**config.mk**
```make
export PLATFORM = sky130hd
export DESIGN_NAME = cvr_crtc_vert
export DESIGN_NICKNAME = d
export VERILOG_FILES = /design/src/hw/cvr_pkg.sv /design/src/hw/cvr_crtc_vert.sv
export SDC_FILE = /design/constraint.sdc
export NUM_CORES = 1
export LEC_CHECK = 0
export BUFFER_PORTS_ARGS = -buffer_cell sky130_fd_sc_hd__buf_2
export CAP_MARGIN = 15
export CORE_ASPECT_RATIO = 0.5
export CORE_MARGIN = 2
export CORE_UTILIZATION = 57
export DETAILED_ROUTE_END_ITERATION = 10
export PLACE_DENSITY_LB_ADDON = 0.05
export SYNTH_ARGS = -nofsm -noshare
export SYNTH_HDL_FRONTEND = slang
export SYNTH_SLANG_ARGS = --single-unit
```
**constraint.sdc**
```tcl
create_clock -name clk_in -period 4.4 [get_ports clk_in]
set_input_delay 0.44 -clock clk_in [delete_from_list [all_inputs] [get_ports clk_in]]
set_output_delay 0.44 -clock clk_in [all_outputs]
set_load 0.05 [all_outputs]
```
**src/hw/cvr_pkg.sv**
```systemverilog
// Shared constants and carrier types for the vertical CRT timing register block
package cvr_pkg;
	// Register indices
	localparam logic [5:0] CVR_IDX_CUR_START = 6'h0a;
	localparam logic [5:0] CVR_IDX_CUR_END = 6'h0b;
	localparam logic [5:0] CVR_IDX_START_HI = 6'h0c;
	localparam logic [5:0] CVR_IDX_START_LO = 6'h0d;
	localparam logic [5:0] CVR_IDX_CURLOC_HI = 6'h0e;
	localparam logic [5:0] CVR_IDX_CURLOC_LO = 6'h0f;
	localparam logic [5:0] CVR_IDX_VSYNC_START = 6'h10;
	localparam logic [5:0] CVR_IDX_VSYNC_END = 6'h11;
	localparam logic [5:0] CVR_IDX_VDISP_END = 6'h12;
	localparam logic [5:0] CVR_IDX_ROW_PITCH = 6'h13;
	localparam logic [5:0] CVR_IDX_UNDERLINE = 6'h14;
	localparam logic [5:0] CVR_IDX_VBLANK_START = 6'h15;
	localparam logic [5:0] CVR_IDX_VBLANK_END = 6'h16;
	localparam logic [5:0] CVR_IDX_MODE_CTRL = 6'h17;
	localparam logic [5:0] CVR_IDX_HGROUP_LAST = 6'h07;
	localparam logic [5:0] CVR_IDX_OVERFLOW = 6'h07;
	// Field positions
	localparam int CVR_BIT_CURSOR_OFF = 5;
	localparam int CVR_BIT_VINT_CLEAR = 4;
	localparam int CVR_BIT_VINT_ENABLE_N = 5;
	localparam int CVR_BIT_REFRESH_FIVE = 6;
	localparam int CVR_BIT_GROUP0_PROTECT = 7;
	localparam int CVR_BIT_COUNT_BY_FOUR = 5;
	localparam int CVR_BIT_DOUBLE_WORD = 6;
	localparam int CVR_BIT_ROWSCAN_A13_N = 0;
	localparam int CVR_BIT_ROWSCAN_A14_N = 1;
	localparam int CVR_BIT_VCLK_HALF = 2;
	localparam int CVR_BIT_COUNT_BY_TWO = 3;
	localparam int CVR_BIT_WORD_WRAP = 5;
	localparam int CVR_BIT_BYTE_WORD = 6;
	localparam int CVR_BIT_HW_RESET_N = 7;
	localparam int CVR_BIT_LINE_CMP8 = 4;
	// Reset value of every register in this block
	localparam logic [7:0] CVR_REG_RESET = 8'h00;
	// Writable bit masks (reserved bits read zero)
	localparam logic [7:0] CVR_MASK_CUR_START = 8'h3f;
	localparam logic [7:0] CVR_MASK_CUR_END = 8'h7f;
	localparam logic [7:0] CVR_MASK_UNDERLINE = 8'h7f;
	localparam logic [7:0] CVR_MASK_MODE_CTRL = 8'hef;
	// Refresh cycles per scan line
	localparam logic [2:0] CVR_REFRESH_THREE = 3'h3;
	localparam logic [2:0] CVR_REFRESH_FIVE = 3'h5;
	// Legacy emulation address wrap masks
	localparam logic [15:0] CVR_WRAP_16K = 16'h3fff;
	localparam logic [15:0] CVR_WRAP_32K = 16'h7fff;
	localparam logic [15:0] CVR_WRAP_64K = 16'hffff;

	// Addressing modes of the display address counter
	typedef enum logic [1:0] {CVR_ADDR_BYTE, CVR_ADDR_WORD, CVR_ADDR_DWORD} cvr_addr_mode_t;
	// Legacy emulation selector
	typedef enum logic [1:0] {CVR_EMU_NONE, CVR_EMU_16K, CVR_EMU_32K, CVR_EMU_64K} cvr_emu_t;

	// Vertical settings held in neighbouring registers outside this block
	typedef struct packed {
		logic [9:0] vert_total;
		logic [9:0] line_compare;
		logic [4:0] max_scan;
		logic [1:0] vdisp_end_hi;
		logic [1:0] vsync_start_hi;
		logic [1:0] vblank_start_hi;
	} cvr_vert_cfg_t;

	// Video outputs toward the monitor and pixel path
	typedef struct packed {
		logic hsync;
		logic vsync;
		logic vblank;
		logic vdisplay;
		logic cursor;
		logic underline;
	} cvr_video_t;
endpackage

```
**src/hw/cvr_crtc_vert.sv**
```systemverilog
// Vertical timing, cursor and display address registers of the CRT controller
`timescale 1ns/1ps

// Contract
// - Cursor starts at start line; off bit hides
// - Cursor ends at end plus one; skew delays
// - Start above end means no cursor
// - Start address from high and low bytes
// - Legacy modes wrap at 16/32/64 KB
// - Cursor where address equals cursor location
// - Pen latches load at line compare, gated reads
// - Vsync starts at 10-bit start line
// - Vsync ends on low four line bits
// - Interrupt clear and enable, both active low
// - Three or five refresh cycles per line
// - Protect bit blocks horizontal group writes; overflow line compare bit 8 stays writable
// - Display ends after end value plus one
// - Next row start adds K times pitch
// - Underline on programmed line plus one
// - Vblank starts at 10-bit start line
// - Vblank ends on low eight line bits
// - Row scan bits replace address bits 13,14
// - Vertical clock optionally halved
// - Address counter steps every 1/2/4 ticks
// - Byte, word or double word addressing
// - Hardware reset bit forces syncs inactive
// - Line compare clears the address counter
module cvr_crtc_vert (
	// Clock and reset
	input wire logic clk_in,
	input wire logic reset_in,
	// Host indexed port: sel 0 index, 1 data
	input wire logic port_sel_in,
	input wire logic port_wr_in,
	input wire logic port_rd_in,
	input wire logic [7:0] port_wdata_in,
	output logic [7:0] port_rdata_out,
	output logic port_rvalid_out,
	// Horizontal group write pass-through
	output logic hgroup_wr_out,
	output logic [5:0] hgroup_idx_out,
	output logic [7:0] hgroup_wmask_out,
	// Neighbouring configuration
	input wire cvr_pkg::cvr_vert_cfg_t vert_cfg_in,
	input wire logic vsync_readback_select_in,
	input wire logic extension_group0_protect_in,
	input wire logic mono_emulation_in,
	input wire cvr_pkg::cvr_emu_t emulation_in,
	// Timing events
	input wire logic character_clock_tick_in,
	input wire logic hline_tick_in,
	input wire logic hsync_raw_in,
	// Video and memory outputs
	output cvr_pkg::cvr_video_t video_out,
	output logic irq_out,
	output logic [15:0] mem_addr_out,
	output logic [2:0] refresh_cycles_out
);
	import cvr_pkg::*;

	logic [5:0] index_ff;
	logic [7:0] regs_ff [CVR_IDX_CUR_START:CVR_IDX_MODE_CTRL];
	logic [15:0] penlatch_ff;
	logic [7:0] rdata_ff;
	logic rvalid_ff;
	logic hgroup_wr_ff;
	logic [5:0] hgroup_idx_ff;
	logic [7:0] hgroup_wmask_ff;
	logic [9:0] line_ff;
	logic [4:0] row_ff;
	logic half_ff;
	logic [15:0] row_start_ff;
	logic [15:0] ma_ff;
	logic [1:0] div_ff;
	logic vsync_ff;
	logic vblank_ff;
	logic vdisp_ff;
	logic irq_ff;
	logic [3:0] cur_pipe_ff;
	logic cursor_ff;
	logic underline_ff;
	logic hsync_ff;
	logic [15:0] mem_addr_ff;

	logic data_wr;
	logic in_block;
	logic protect_h;
	logic vclk_tick;
	logic frame_wrap;
	logic line_cmp_hit;
	logic row_end;
	logic ma_step;
	logic [15:0] start_addr;
	logic [15:0] cur_addr;
	logic [15:0] wrap_mask;
	logic [15:0] pitch_bytes;
	logic [15:0] nxt_row_start;
	logic [9:0] vss;
	logic [9:0] vbs;
	logic [10:0] vde_plus1;
	logic [5:0] cur_last;
	logic cur_raw;
	logic pen_visible;
	logic [7:0] nxt_rdata;
	logic [15:0] nxt_mem_addr;
	cvr_addr_mode_t addr_mode;
	logic sync_run;

	// Field views of the stored registers
	assign start_addr = {regs_ff[CVR_IDX_START_HI], regs_ff[CVR_IDX_START_LO]};
	assign cur_addr = {regs_ff[CVR_IDX_CURLOC_HI], regs_ff[CVR_IDX_CURLOC_LO]};
	assign vss = {vert_cfg_in.vsync_start_hi, regs_ff[CVR_IDX_VSYNC_START]};
	assign vbs = {vert_cfg_in.vblank_start_hi, regs_ff[CVR_IDX_VBLANK_START]};
	assign vde_plus1 = {1'b0, vert_cfg_in.vdisp_end_hi, regs_ff[CVR_IDX_VDISP_END]} + 11'h001;
	assign cur_last = {1'b0, regs_ff[CVR_IDX_CUR_END][4:0]} + 6'h01;
	assign pen_visible = mono_emulation_in | ~vsync_readback_select_in;
	assign protect_h = regs_ff[CVR_IDX_VSYNC_END][CVR_BIT_GROUP0_PROTECT] | extension_group0_protect_in;
	assign sync_run = regs_ff[CVR_IDX_MODE_CTRL][CVR_BIT_HW_RESET_N];

	// Legacy emulation wrap of start and cursor addresses
	always_comb begin
		unique case (emulation_in)
			CVR_EMU_16K: wrap_mask = CVR_WRAP_16K;
			CVR_EMU_32K: wrap_mask = CVR_WRAP_32K;
			CVR_EMU_64K: wrap_mask = CVR_WRAP_64K;
			CVR_EMU_NONE: wrap_mask = CVR_WRAP_64K;
		endcase
	end

	// Addressing mode from double word and byte/word bits
	always_comb begin
		if (regs_ff[CVR_IDX_UNDERLINE][CVR_BIT_DOUBLE_WORD]) begin
			addr_mode = CVR_ADDR_DWORD;
		end else if (regs_ff[CVR_IDX_MODE_CTRL][CVR_BIT_BYTE_WORD]) begin
			addr_mode = CVR_ADDR_BYTE;
		end else begin
			addr_mode = CVR_ADDR_WORD;
		end
	end

	// Pitch in bytes: K is 2 byte, 4 word, 8 double word
	always_comb begin
		unique case (addr_mode)
			CVR_ADDR_BYTE: pitch_bytes = {7'h00, regs_ff[CVR_IDX_ROW_PITCH], 1'b0};
			CVR_ADDR_WORD: pitch_bytes = {6'h00, regs_ff[CVR_IDX_ROW_PITCH], 2'h0};
			default: pitch_bytes = {5'h00, regs_ff[CVR_IDX_ROW_PITCH], 3'h0};
		endcase
	end
	assign nxt_row_start = row_start_ff + pitch_bytes;

	// Host port: index and data registers
	assign data_wr = port_wr_in & port_sel_in;
	assign in_block = (index_ff >= CVR_IDX_CUR_START) && (index_ff <= CVR_IDX_MODE_CTRL);

	always_ff @(posedge clk_in) begin
		if (reset_in) begin
			index_ff <= 6'h00;
		end else if (port_wr_in && !port_sel_in) begin
			index_ff <= port_wdata_in[5:0];
		end
	end

	// Register storage, reserved bits forced to zero
	always_ff @(posedge clk_in) begin
		if (reset_in) begin
			for (int i = CVR_IDX_CUR_START; i <= CVR_IDX_MODE_CTRL; i++) begin
				regs_ff[i] <= CVR_REG_RESET;
			end
		end else if (data_wr && in_block) begin
			unique case (index_ff)
				CVR_IDX_CUR_START: regs_ff[index_ff] <= port_wdata_in & CVR_MASK_CUR_START;
				CVR_IDX_CUR_END: regs_ff[index_ff] <= port_wdata_in & CVR_MASK_CUR_END;
				CVR_IDX_UNDERLINE: regs_ff[index_ff] <= port_wdata_in & CVR_MASK_UNDERLINE;
				CVR_IDX_MODE_CTRL: regs_ff[index_ff] <= port_wdata_in & CVR_MASK_MODE_CTRL;
				default: regs_ff[index_ff] <= port_wdata_in;
			endcase
		end
	end

	// Horizontal group write strobe with protection mask
	always_ff @(posedge clk_in) begin
		if (reset_in) begin
			hgroup_wr_ff <= 1'b0;
			hgroup_idx_ff <= 6'h00;
			hgroup_wmask_ff <= 8'h00;
		end else begin
			hgroup_wr_ff <= data_wr && (index_ff <= CVR_IDX_HGROUP_LAST);
			hgroup_idx_ff <= index_ff;
			if (!protect_h) begin
				hgroup_wmask_ff <= 8'hff;
			end else if (index_ff == CVR_IDX_OVERFLOW) begin
				hgroup_wmask_ff <= 8'h01 << CVR_BIT_LINE_CMP8;
			end else begin
				hgroup_wmask_ff <= 8'h00;
			end
		end
	end

	// Read data mux, pen latches shadow the vertical sync pair
	always_comb begin
		nxt_rdata = 8'h00;
		if (!port_sel_in) begin
			nxt_rdata = {2'h0, index_ff};
		end else if (in_block) begin
			if (pen_visible && index_ff == CVR_IDX_VSYNC_START) begin
				nxt_rdata = penlatch_ff[15:8];
			end else if (pen_visible && index_ff == CVR_IDX_VSYNC_END) begin
				nxt_rdata = penlatch_ff[7:0];
			end else begin
				nxt_rdata = regs_ff[index_ff];
			end
		end
	end

	always_ff @(posedge clk_in) begin
		if (reset_in) begin
			rdata_ff <= 8'h00;
			rvalid_ff <= 1'b0;
		end else begin
			rvalid_ff <= port_rd_in;
			if (port_rd_in) begin
				rdata_ff <= nxt_rdata;
			end
		end
	end

	// Vertical clock: every line, or every second line
	always_ff @(posedge clk_in) begin
		if (reset_in) begin
			half_ff <= 1'b0;
		end else if (hline_tick_in) begin
			half_ff <= ~half_ff;
		end
	end
	assign vclk_tick = hline_tick_in & (~regs_ff[CVR_IDX_MODE_CTRL][CVR_BIT_VCLK_HALF] | half_ff);

	// Line and row scan counters
	assign frame_wrap = ({1'b0, line_ff} == ({1'b0, vert_cfg_in.vert_total} + 11'h001));
	assign line_cmp_hit = (line_ff == vert_cfg_in.line_compare);
	assign row_end = (row_ff == vert_cfg_in.max_scan);

	always_ff @(posedge clk_in) begin
		if (reset_in) begin
			line_ff <= 10'h000;
			row_ff <= 5'h00;
		end else if (vclk_tick) begin
			line_ff <= frame_wrap ? 10'h000 : line_ff + 10'h001;
			row_ff <= (frame_wrap || row_end) ? 5'h00 : row_ff + 5'h01;
		end
	end

	// Address counter step divider
	always_comb begin
		unique case ({regs_ff[CVR_IDX_UNDERLINE][CVR_BIT_COUNT_BY_FOUR],
			regs_ff[CVR_IDX_MODE_CTRL][CVR_BIT_COUNT_BY_TWO]})
			2'b00: ma_step = character_clock_tick_in;
			2'b10: ma_step = character_clock_tick_in && (div_ff == 2'h3);
			default: ma_step = character_clock_tick_in && div_ff[0];
		endcase
	end

	always_ff @(posedge clk_in) begin
		if (reset_in) begin
			div_ff <= 2'h0;
		end else if (hline_tick_in) begin
			div_ff <= 2'h0;
		end else if (character_clock_tick_in) begin
			div_ff <= div_ff + 2'h1;
		end
	end

	// Row start and display address counter
	always_ff @(posedge clk_in) begin
		if (reset_in) begin
			row_start_ff <= 16'h0000;
			ma_ff <= 16'h0000;
		end else if (vclk_tick) begin
			if (frame_wrap) begin
				row_start_ff <= start_addr & wrap_mask;
				ma_ff <= start_addr & wrap_mask;
			end else if (line_cmp_hit) begin
				row_start_ff <= 16'h0000;
				ma_ff <= 16'h0000;
			end else if (row_end) begin
				row_start_ff <= nxt_row_start;
				ma_ff <= nxt_row_start;
			end else begin
				ma_ff <= row_start_ff;
			end
		end else if (hline_tick_in) begin
			ma_ff <= row_start_ff;
		end else if (ma_step) begin
			ma_ff <= ma_ff + 16'h0001;
		end
	end

	// Pen latches capture the counter at line compare
	always_ff @(posedge clk_in) begin
		if (reset_in) begin
			penlatch_ff <= 16'h0000;
		end else if (vclk_tick && line_cmp_hit) begin
			penlatch_ff <= ma_ff;
		end
	end

	// Logical to physical address translation
	always_comb begin
		unique case (addr_mode)
			CVR_ADDR_BYTE: nxt_mem_addr = ma_ff;
			CVR_ADDR_WORD: nxt_mem_addr = {ma_ff[14:0], regs_ff[CVR_IDX_MODE_CTRL][CVR_BIT_WORD_WRAP] ?
				ma_ff[15] : ma_ff[13]};
			default: nxt_mem_addr = {ma_ff[13:0], ma_ff[13], ma_ff[12]};
		endcase
		if (vdisp_ff && !regs_ff[CVR_IDX_MODE_CTRL][CVR_BIT_ROWSCAN_A13_N]) begin
			nxt_mem_addr[13] = row_ff[0];
		end
		if (vdisp_ff && !regs_ff[CVR_IDX_MODE_CTRL][CVR_BIT_ROWSCAN_A14_N]) begin
			nxt_mem_addr[14] = row_ff[1];
		end
	end

	always_ff @(posedge clk_in) begin
		if (reset_in) begin
			mem_addr_ff <= 16'h0000;
		end else begin
			mem_addr_ff <= nxt_mem_addr;
		end
	end

	// Vertical sync: set wins when start and end coincide
	always_ff @(posedge clk_in) begin
		if (reset_in) begin
			vsync_ff <= 1'b0;
		end else if (line_ff == vss) begin
			vsync_ff <= 1'b1;
		end else if (line_ff[3:0] == regs_ff[CVR_IDX_VSYNC_END][3:0]) begin
			vsync_ff <= 1'b0;
		end
	end

	// Vertical blank window
	always_ff @(posedge clk_in) begin
		if (reset_in) begin
			vblank_ff <= 1'b0;
		end else if (line_ff == vbs) begin
			vblank_ff <= 1'b1;
		end else if (line_ff[7:0] == regs_ff[CVR_IDX_VBLANK_END]) begin
			vblank_ff <= 1'b0;
		end
	end

	// Vertical active display from line 0 to end value plus one
	always_ff @(posedge clk_in) begin
		if (reset_in) begin
			vdisp_ff <= 1'b0;
		end else if ({1'b0, line_ff} == vde_plus1) begin
			vdisp_ff <= 1'b0;
		end else if (line_ff == 10'h000) begin
			vdisp_ff <= 1'b1;
		end
	end

	// Vertical interrupt raised at end of display
	always_ff @(posedge clk_in) begin
		if (reset_in) begin
			irq_ff <= 1'b0;
		end else if (!regs_ff[CVR_IDX_VSYNC_END][CVR_BIT_VINT_CLEAR]) begin
			irq_ff <= 1'b0;
		end else if (vdisp_ff && ({1'b0, line_ff} == vde_plus1)
			&& !regs_ff[CVR_IDX_VSYNC_END][CVR_BIT_VINT_ENABLE_N]) begin
			irq_ff <= 1'b1;
		end
	end

	// Cursor match, line window and skew pipeline
	assign cur_raw = vdisp_ff
		&& ((ma_ff & wrap_mask) == (cur_addr & wrap_mask))
		&& !regs_ff[CVR_IDX_CUR_START][CVR_BIT_CURSOR_OFF]
		&& (regs_ff[CVR_IDX_CUR_START][4:0] <= regs_ff[CVR_IDX_CUR_END][4:0])
		&& (row_ff >= regs_ff[CVR_IDX_CUR_START][4:0])
		&& ({1'b0, row_ff} <= cur_last);

	always_ff @(posedge clk_in) begin
		if (reset_in) begin
			cur_pipe_ff <= 4'h0;
		end else if (character_clock_tick_in) begin
			cur_pipe_ff <= {cur_pipe_ff[2:0], cur_raw};
		end
	end

	always_ff @(posedge clk_in) begin
		if (reset_in) begin
			cursor_ff <= 1'b0;
		end else if (character_clock_tick_in) begin
			unique case (regs_ff[CVR_IDX_CUR_END][6:5])
				2'h0: cursor_ff <= cur_raw;
				2'h1: cursor_ff <= cur_pipe_ff[0];
				2'h2: cursor_ff <= cur_pipe_ff[1];
				2'h3: cursor_ff <= cur_pipe_ff[2];
			endcase
		end
	end

	// Underline line and horizontal sync gate
	always_ff @(posedge clk_in) begin
		if (reset_in) begin
			underline_ff <= 1'b0;
			hsync_ff <= 1'b0;
		end else begin
			underline_ff <= vdisp_ff && ({1'b0, row_ff} == ({1'b0, regs_ff[CVR_IDX_UNDERLINE][4:0]} + 6'h01));
			hsync_ff <= hsync_raw_in && regs_ff[CVR_IDX_MODE_CTRL][CVR_BIT_HW_RESET_N];
		end
	end

	// Output drive
	assign port_rdata_out = rdata_ff;
	assign port_rvalid_out = rvalid_ff;
	assign hgroup_wr_out = hgroup_wr_ff;
	assign hgroup_idx_out = hgroup_idx_ff;
	assign hgroup_wmask_out = hgroup_wmask_ff;
	assign video_out.hsync = hsync_ff;
	assign video_out.vsync = vsync_ff && regs_ff[CVR_IDX_MODE_CTRL][CVR_BIT_HW_RESET_N];
	assign video_out.vblank = vblank_ff;
	assign video_out.vdisplay = vdisp_ff;
	assign video_out.cursor = cursor_ff;
	assign video_out.underline = underline_ff;
	assign irq_out = irq_ff;
	assign mem_addr_out = mem_addr_ff;
	assign refresh_cycles_out = regs_ff[CVR_IDX_VSYNC_END][CVR_BIT_REFRESH_FIVE] ?
		CVR_REFRESH_FIVE : CVR_REFRESH_THREE;

	// Checks
	AST_SYNC_GATED: assert property (@(posedge clk_in) disable iff (reset_in)
		!sync_run |-> !video_out.vsync)
		else $error("vsync active while hardware reset bit low");
	AST_HSYNC_GATED: assert property (@(posedge clk_in) disable iff (reset_in)
		!$past(sync_run) |-> !video_out.hsync)
		else $error("hsync active while hardware reset bit low");
	AST_CURSOR_OFF: assert property (@(posedge clk_in) disable iff (reset_in)
		regs_ff[CVR_IDX_CUR_START][CVR_BIT_CURSOR_OFF] |-> !cur_raw)
		else $error("cursor raised while cursor off");
	AST_CURSOR_ORDER: assert property (@(posedge clk_in) disable iff (reset_in)
		(regs_ff[CVR_IDX_CUR_START][4:0] > regs_ff[CVR_IDX_CUR_END][4:0]) |-> !cur_raw)
		else $error("cursor raised with start above end");
	AST_IRQ_CLEAR: assert property (@(posedge clk_in) disable iff (reset_in)
		!regs_ff[CVR_IDX_VSYNC_END][CVR_BIT_VINT_CLEAR] |=> !irq_out)
		else $error("interrupt not cleared by clear bit");
	AST_IRQ_DISABLED: assert property (@(posedge clk_in) disable iff (reset_in)
		(!irq_out && regs_ff[CVR_IDX_VSYNC_END][CVR_BIT_VINT_ENABLE_N]) |=> !irq_out)
		else $error("interrupt raised while disabled");
	AST_REFRESH: assert property (@(posedge clk_in) disable iff (reset_in)
		refresh_cycles_out == (regs_ff[CVR_IDX_VSYNC_END][6] ? 3'h5 : 3'h3))
		else $error("wrong refresh cycle count");
	AST_LINE_CMP: assert property (@(posedge clk_in) disable iff (reset_in)
		(vclk_tick && line_cmp_hit && !frame_wrap) |=> (ma_ff == 16'h0000) && (penlatch_ff == $past(ma_ff)))
		else $error("line compare did not clear counter or load pen latch");
	AST_PROTECT: assert property (@(posedge clk_in) disable iff (reset_in)
		(protect_h && index_ff != CVR_IDX_OVERFLOW) |=> (hgroup_wmask_out == 8'h00))
		else $error("horizontal group write not blocked");
	AST_VDISP_END: assert property (@(posedge clk_in) disable iff (reset_in)
		({1'b0, line_ff} == vde_plus1) |=> !video_out.vdisplay)
		else $error("display did not end at end value plus one");
endmodule

```
==> metrics.log <==
INFO  metric outcome = completed
INFO  metric layout-drive-gt1-share = 15.6%
INFO  metric internal_power = approximately 4 mW
INFO  metric path_class = reg2reg
INFO  metric whs = 0.107 ns
INFO  metric slew_headroom = between 30% and 40%
INFO  metric swShare = about a quarter
INFO  metric min_period_over_period = approximately three quarters
INFO  metric finalHoldViolCount = 0
INFO  metric r2r_cells = 8
INFO  metric drt_wl_total = approximately 43 mm
INFO  metric critical_path_peak_fanout = 10
INFO  metric synth_enable_flop_cells = roughly 130
INFO  metric number_of_post_cts_setup_repair_buffers = 0
INFO  metric finalClockSkew = between 0.01 and 0.015 ns
INFO  metric dpl.hpwl = 31.7 mm
INFO  metric synth_top_family_by_area = simple AND/OR/NAND/NOR gates
INFO  metric dieHeight = 115 um
INFO  metric clock_insertion_delay_worst_skew = around 0.54 ns
INFO  metric synth_cells = between 1,000 and 1,500
INFO  metric finalNetCount = ~1,600
INFO  metric ctsRootBufferMaster = clkbuf_16
INFO  metric drv.max_cap_violation_count = 0
INFO  metric rows = 40
INFO  metric clock_power_share = about 39%
INFO  metric synth_flop_cell = edfxtp_1
INFO  metric routed_wire_length_per_instance = 23.5 um
INFO  metric drt.antenna.violating_nets = 0
INFO  metric grt_overflow_total = 0
INFO  metric synth_async_sr_flop_share = 0%
INFO  metric cell_type_contributing_the_most_total_cell_area_after_synthesis = edfxtp_1
INFO  metric seq_area_frac_synth = approximately 44%
INFO  metric worst_setup_path_startpoint = ma_ff[2]
INFO  metric synth.cells.most_frequent = nor2_1 (153), edfxtp_1 (128), dfxtp_1 (120)
INFO  metric yosys_register_bits = 248
INFO  metric post_cts_repair_resize_count = 0
INFO  metric post_synth.cell_area_avg = about 10 sq um
INFO  metric hold_path.class = in2reg
INFO  metric core_area = 0.0242 sq mm
INFO  metric grt_setup_unrepaired = no
INFO  metric arrival = about 3.8 ns
INFO  metric synth_xor_xnor_area_share = 7.99%
INFO  metric yosysMostFrequentCell = nor2_1
INFO  metric first_global_vias = between 10,000 and 15,000
INFO  metric yosys_warnings = 0
INFO  metric maxSlewViolCount = 0
INFO  metric post_detailed_route_drc_marker_count = 0
INFO  metric rr_endpoint = cursor_ff
INFO  metric placement.io_buffers = 100
INFO  metric maxClockFrequency = 301 MHz
INFO  metric clock_tree.htree_level_count = 1
INFO  metric power.combinational.fraction = 11.8%
INFO  metric finalSetupViolCount = 0
INFO  metric dieWidth = around 230 um
INFO  metric critPathLaunchType = flop
INFO  metric vias_per_cell = 6.24
INFO  metric worst_ep_required_time = 4.88 ns
INFO  metric max-vdd-ir-drop = 282 uV
INFO  metric firstDrtPassIters = 7
INFO  metric synth_fa_ha_area_share = around 3.4%
INFO  metric synth_compound_area_share = a little over a tenth
INFO  metric cts_max_path_buffers = 3
INFO  metric grt_pass1_wl = 64.4 mm
INFO  metric tns = 0 ns
INFO  metric cts_tree = done
INFO  metric endpoint_kind = flop
INFO  metric fin_crit = ~3.3 ns
INFO  metric cts.sinks = 248
INFO  metric antenna_violations_before_repair = 3
INFO  metric cellLeakagePower = between 6 and 7 nW
INFO  metric net-switching-power = roughly 1.4 mW
INFO  metric worst_setup_hold_path_clk_slew = around 0.070 ns
INFO  metric quantity_of_hold_fixing_buffers_added_after_cts = 0
INFO  metric share_seq_of_total_power = between 40% and 50%
INFO  metric initial_core_util = 58.5%
INFO  metric fillers = just under 2,000
INFO  metric rrSetupSlack = ~1.1 ns
INFO  metric globalplace.congestion = 0.939
INFO  metric grt_start_max_net_pins = 74
INFO  metric grtUsageTotal = approximately a third
INFO  metric drt_iter0_markers = roughly 1,300
INFO  metric netlist_top_cells_area = edfxtp_1 (27%), dfxtp_1 (17%), mux4_2 (6.1%), xnor2_1 (4.3%), nor2_1 (4.1%)
INFO  metric power.density_cell_area = between 300 and 400 mW/mm^2
INFO  metric yosys-mux-area-fraction = 10.1%
INFO  metric num_io_pins = 102
INFO  metric synthToLayoutAreaGrowth = 10.7%
INFO  metric worstSetupEndpoint = cursor_ff
INFO  metric synth_cell_type_count = 74
INFO  metric worstReg2RegStart = ma_ff[2]
INFO  metric yosys.area_share.simple = 18.4%
INFO  metric post_synth_instance_area = ~0.014 sq mm
INFO  metric dr_total_vias = roughly 11,000
INFO  metric fp.dieArea = 0.0261 sq mm
INFO  metric synthDominantCellAreaShare = between 20% and 30%
INFO  metric worst_pin_slew = a little over 1 ns
INFO  metric cts-buffers-inserted = 23
==> layout by cell type (no fill, tap or decap), drive strengths merged, types with 38 or more instances in the layout <==
master | Yosys | routed
a21oi | 53 | 53
and3 | 48 | 48
xor2 | 58 | 58
buf | 47 | 138
edfxtp | 128 | 128
nor2 | 154 | 154
dfxtp | 120 | 120
o21ai | 45 | 45
mux4 | 38 | 38
nor3 | 41 | 41
nand2 | 95 | 95
mux2i | 54 | 54
and2 | 43 | 43
xnor2 | 70 | 70
==> stage by stage <==
stage / util (%) / instance area (sq um) / setup slack [ns] / power, mW / cells
4_1_cts: 64.7 / 15600 / 1.18 / 5.29 / 1832
2_1_floorplan: - / 14200 / 1.20 / 3.06 / 1430
5_1_grt: 64.7 / 15600 / 0.944 / 5.45 / 1833
6_report: 64.7 / 15600 / 1.07 / 5.30 / 1834
3_5_place_dp: 61.5 / 14900 / 1.23 / 3.28 / 1790
3_3_place_gp: 61.5 / 14900 / 1.24 / 3.26 / 1790
==> logic make-up (layout without fill, tap and decap cells) <==
| group | Yosys count | in the layout |
|---|---|---|
| other | 2 | 23 |
| DFF | 248 | 248 |
| AOI/OAI and AO/OA | 233 | 233 |
| muxes | 95 | 95 |
| adders and majority gates | 38 | 38 |
| and+or+nand+nor | 516 | 516 |
| buffers and inverters | 150 | 217 |
| xor gates and xnor gates | 128 | 128 |
==> worst min path at each step <==
stage	from	end	slack, ns	cells after the start
detailed placement	port_rdata_out[6]	port_rdata_out[6]	0.45	2
global placement	port_rdata_out[7]	port_rdata_out[7]	0.44	2
finish	extension_group0_protect_in	hgroup_wmask_out[6]	0.11	2
global route	extension_group0_protect_in	hgroup_wmask_out[6]	0.1	2
floorplan	regs_ff[17][7]	hgroup_wmask_out[6]	0.42	1
CTS	extension_group0_protect_in	hgroup_wmask_out[6]	0.10	2
==> critical path, cell delays in order, from the launching register on <==
cell       delay, ns
dfxtp_1         0.64
xnor2_1         0.23
o2111ai_1       0.22
nor3_1          0.35
o2111ai_1       0.35
a2111oi_0       0.85
buf_4           0.24
mux4_2          0.23
a31o_2          0.15
==> routing by layer <==
metal	wire, um	track usage [%]	share of wire [%]
met1	18600	47.6	43
met2	17800	48.1	41
met3	5430	12.1	13
met4	1280	9.17	3.0
met5	22	0	0.051
==> registers in the layout (all words and copies together) (netlist names), named ones only <==
| name | flops |
|---|---|
| cur_pipe_ff | 3 |
| cursor_ff | 1 |
| div_ff | 2 |
| half_ff | 1 |
| hgroup_idx_out | 6 |
| hgroup_wmask_out | 2 |
| hgroup_wr_out | 1 |
| hsync_ff | 1 |
| index_ff | 6 |
| irq_out | 1 |
| line_ff | 10 |
| ma_ff | 16 |
| mem_addr_out | 16 |
| penlatch_ff | 16 |
| port_rdata_out | 8 |
| port_rvalid_out | 1 |
| regs_ff | 128 |
| row_ff | 5 |
| row_start_ff | 16 |
| underline_ff | 1 |
| vblank_ff | 1 |
| vdisp_ff | 1 |
| vsync_ff | 1 |
==> power groups by stage <==
stage	registers, mW	logic, mW	clock network (mW)
CTS	2.62	0.615	2.06
global placement	2.66	0.600	0
floorplan	2.64	0.416	0
finish	2.62	0.625	2.05
detailed placement	2.67	0.612	0
global route	2.63	0.672	2.15
==> area by class of cell <==
cell class	instances	area (sq um)	area share (%)
timing repair buffer	139	806	5.15
sequential	248	6250	40.0
antenna	1	2.50	0.0160
multi-input combinational	1032	7270	46.5
inverter	36	135	0.864
tap	336	420	2.69
clock inverter	12	113	0.720
clock buffer	30	642	4.10
Note: power is estimated with default switching activity, not from simulation.
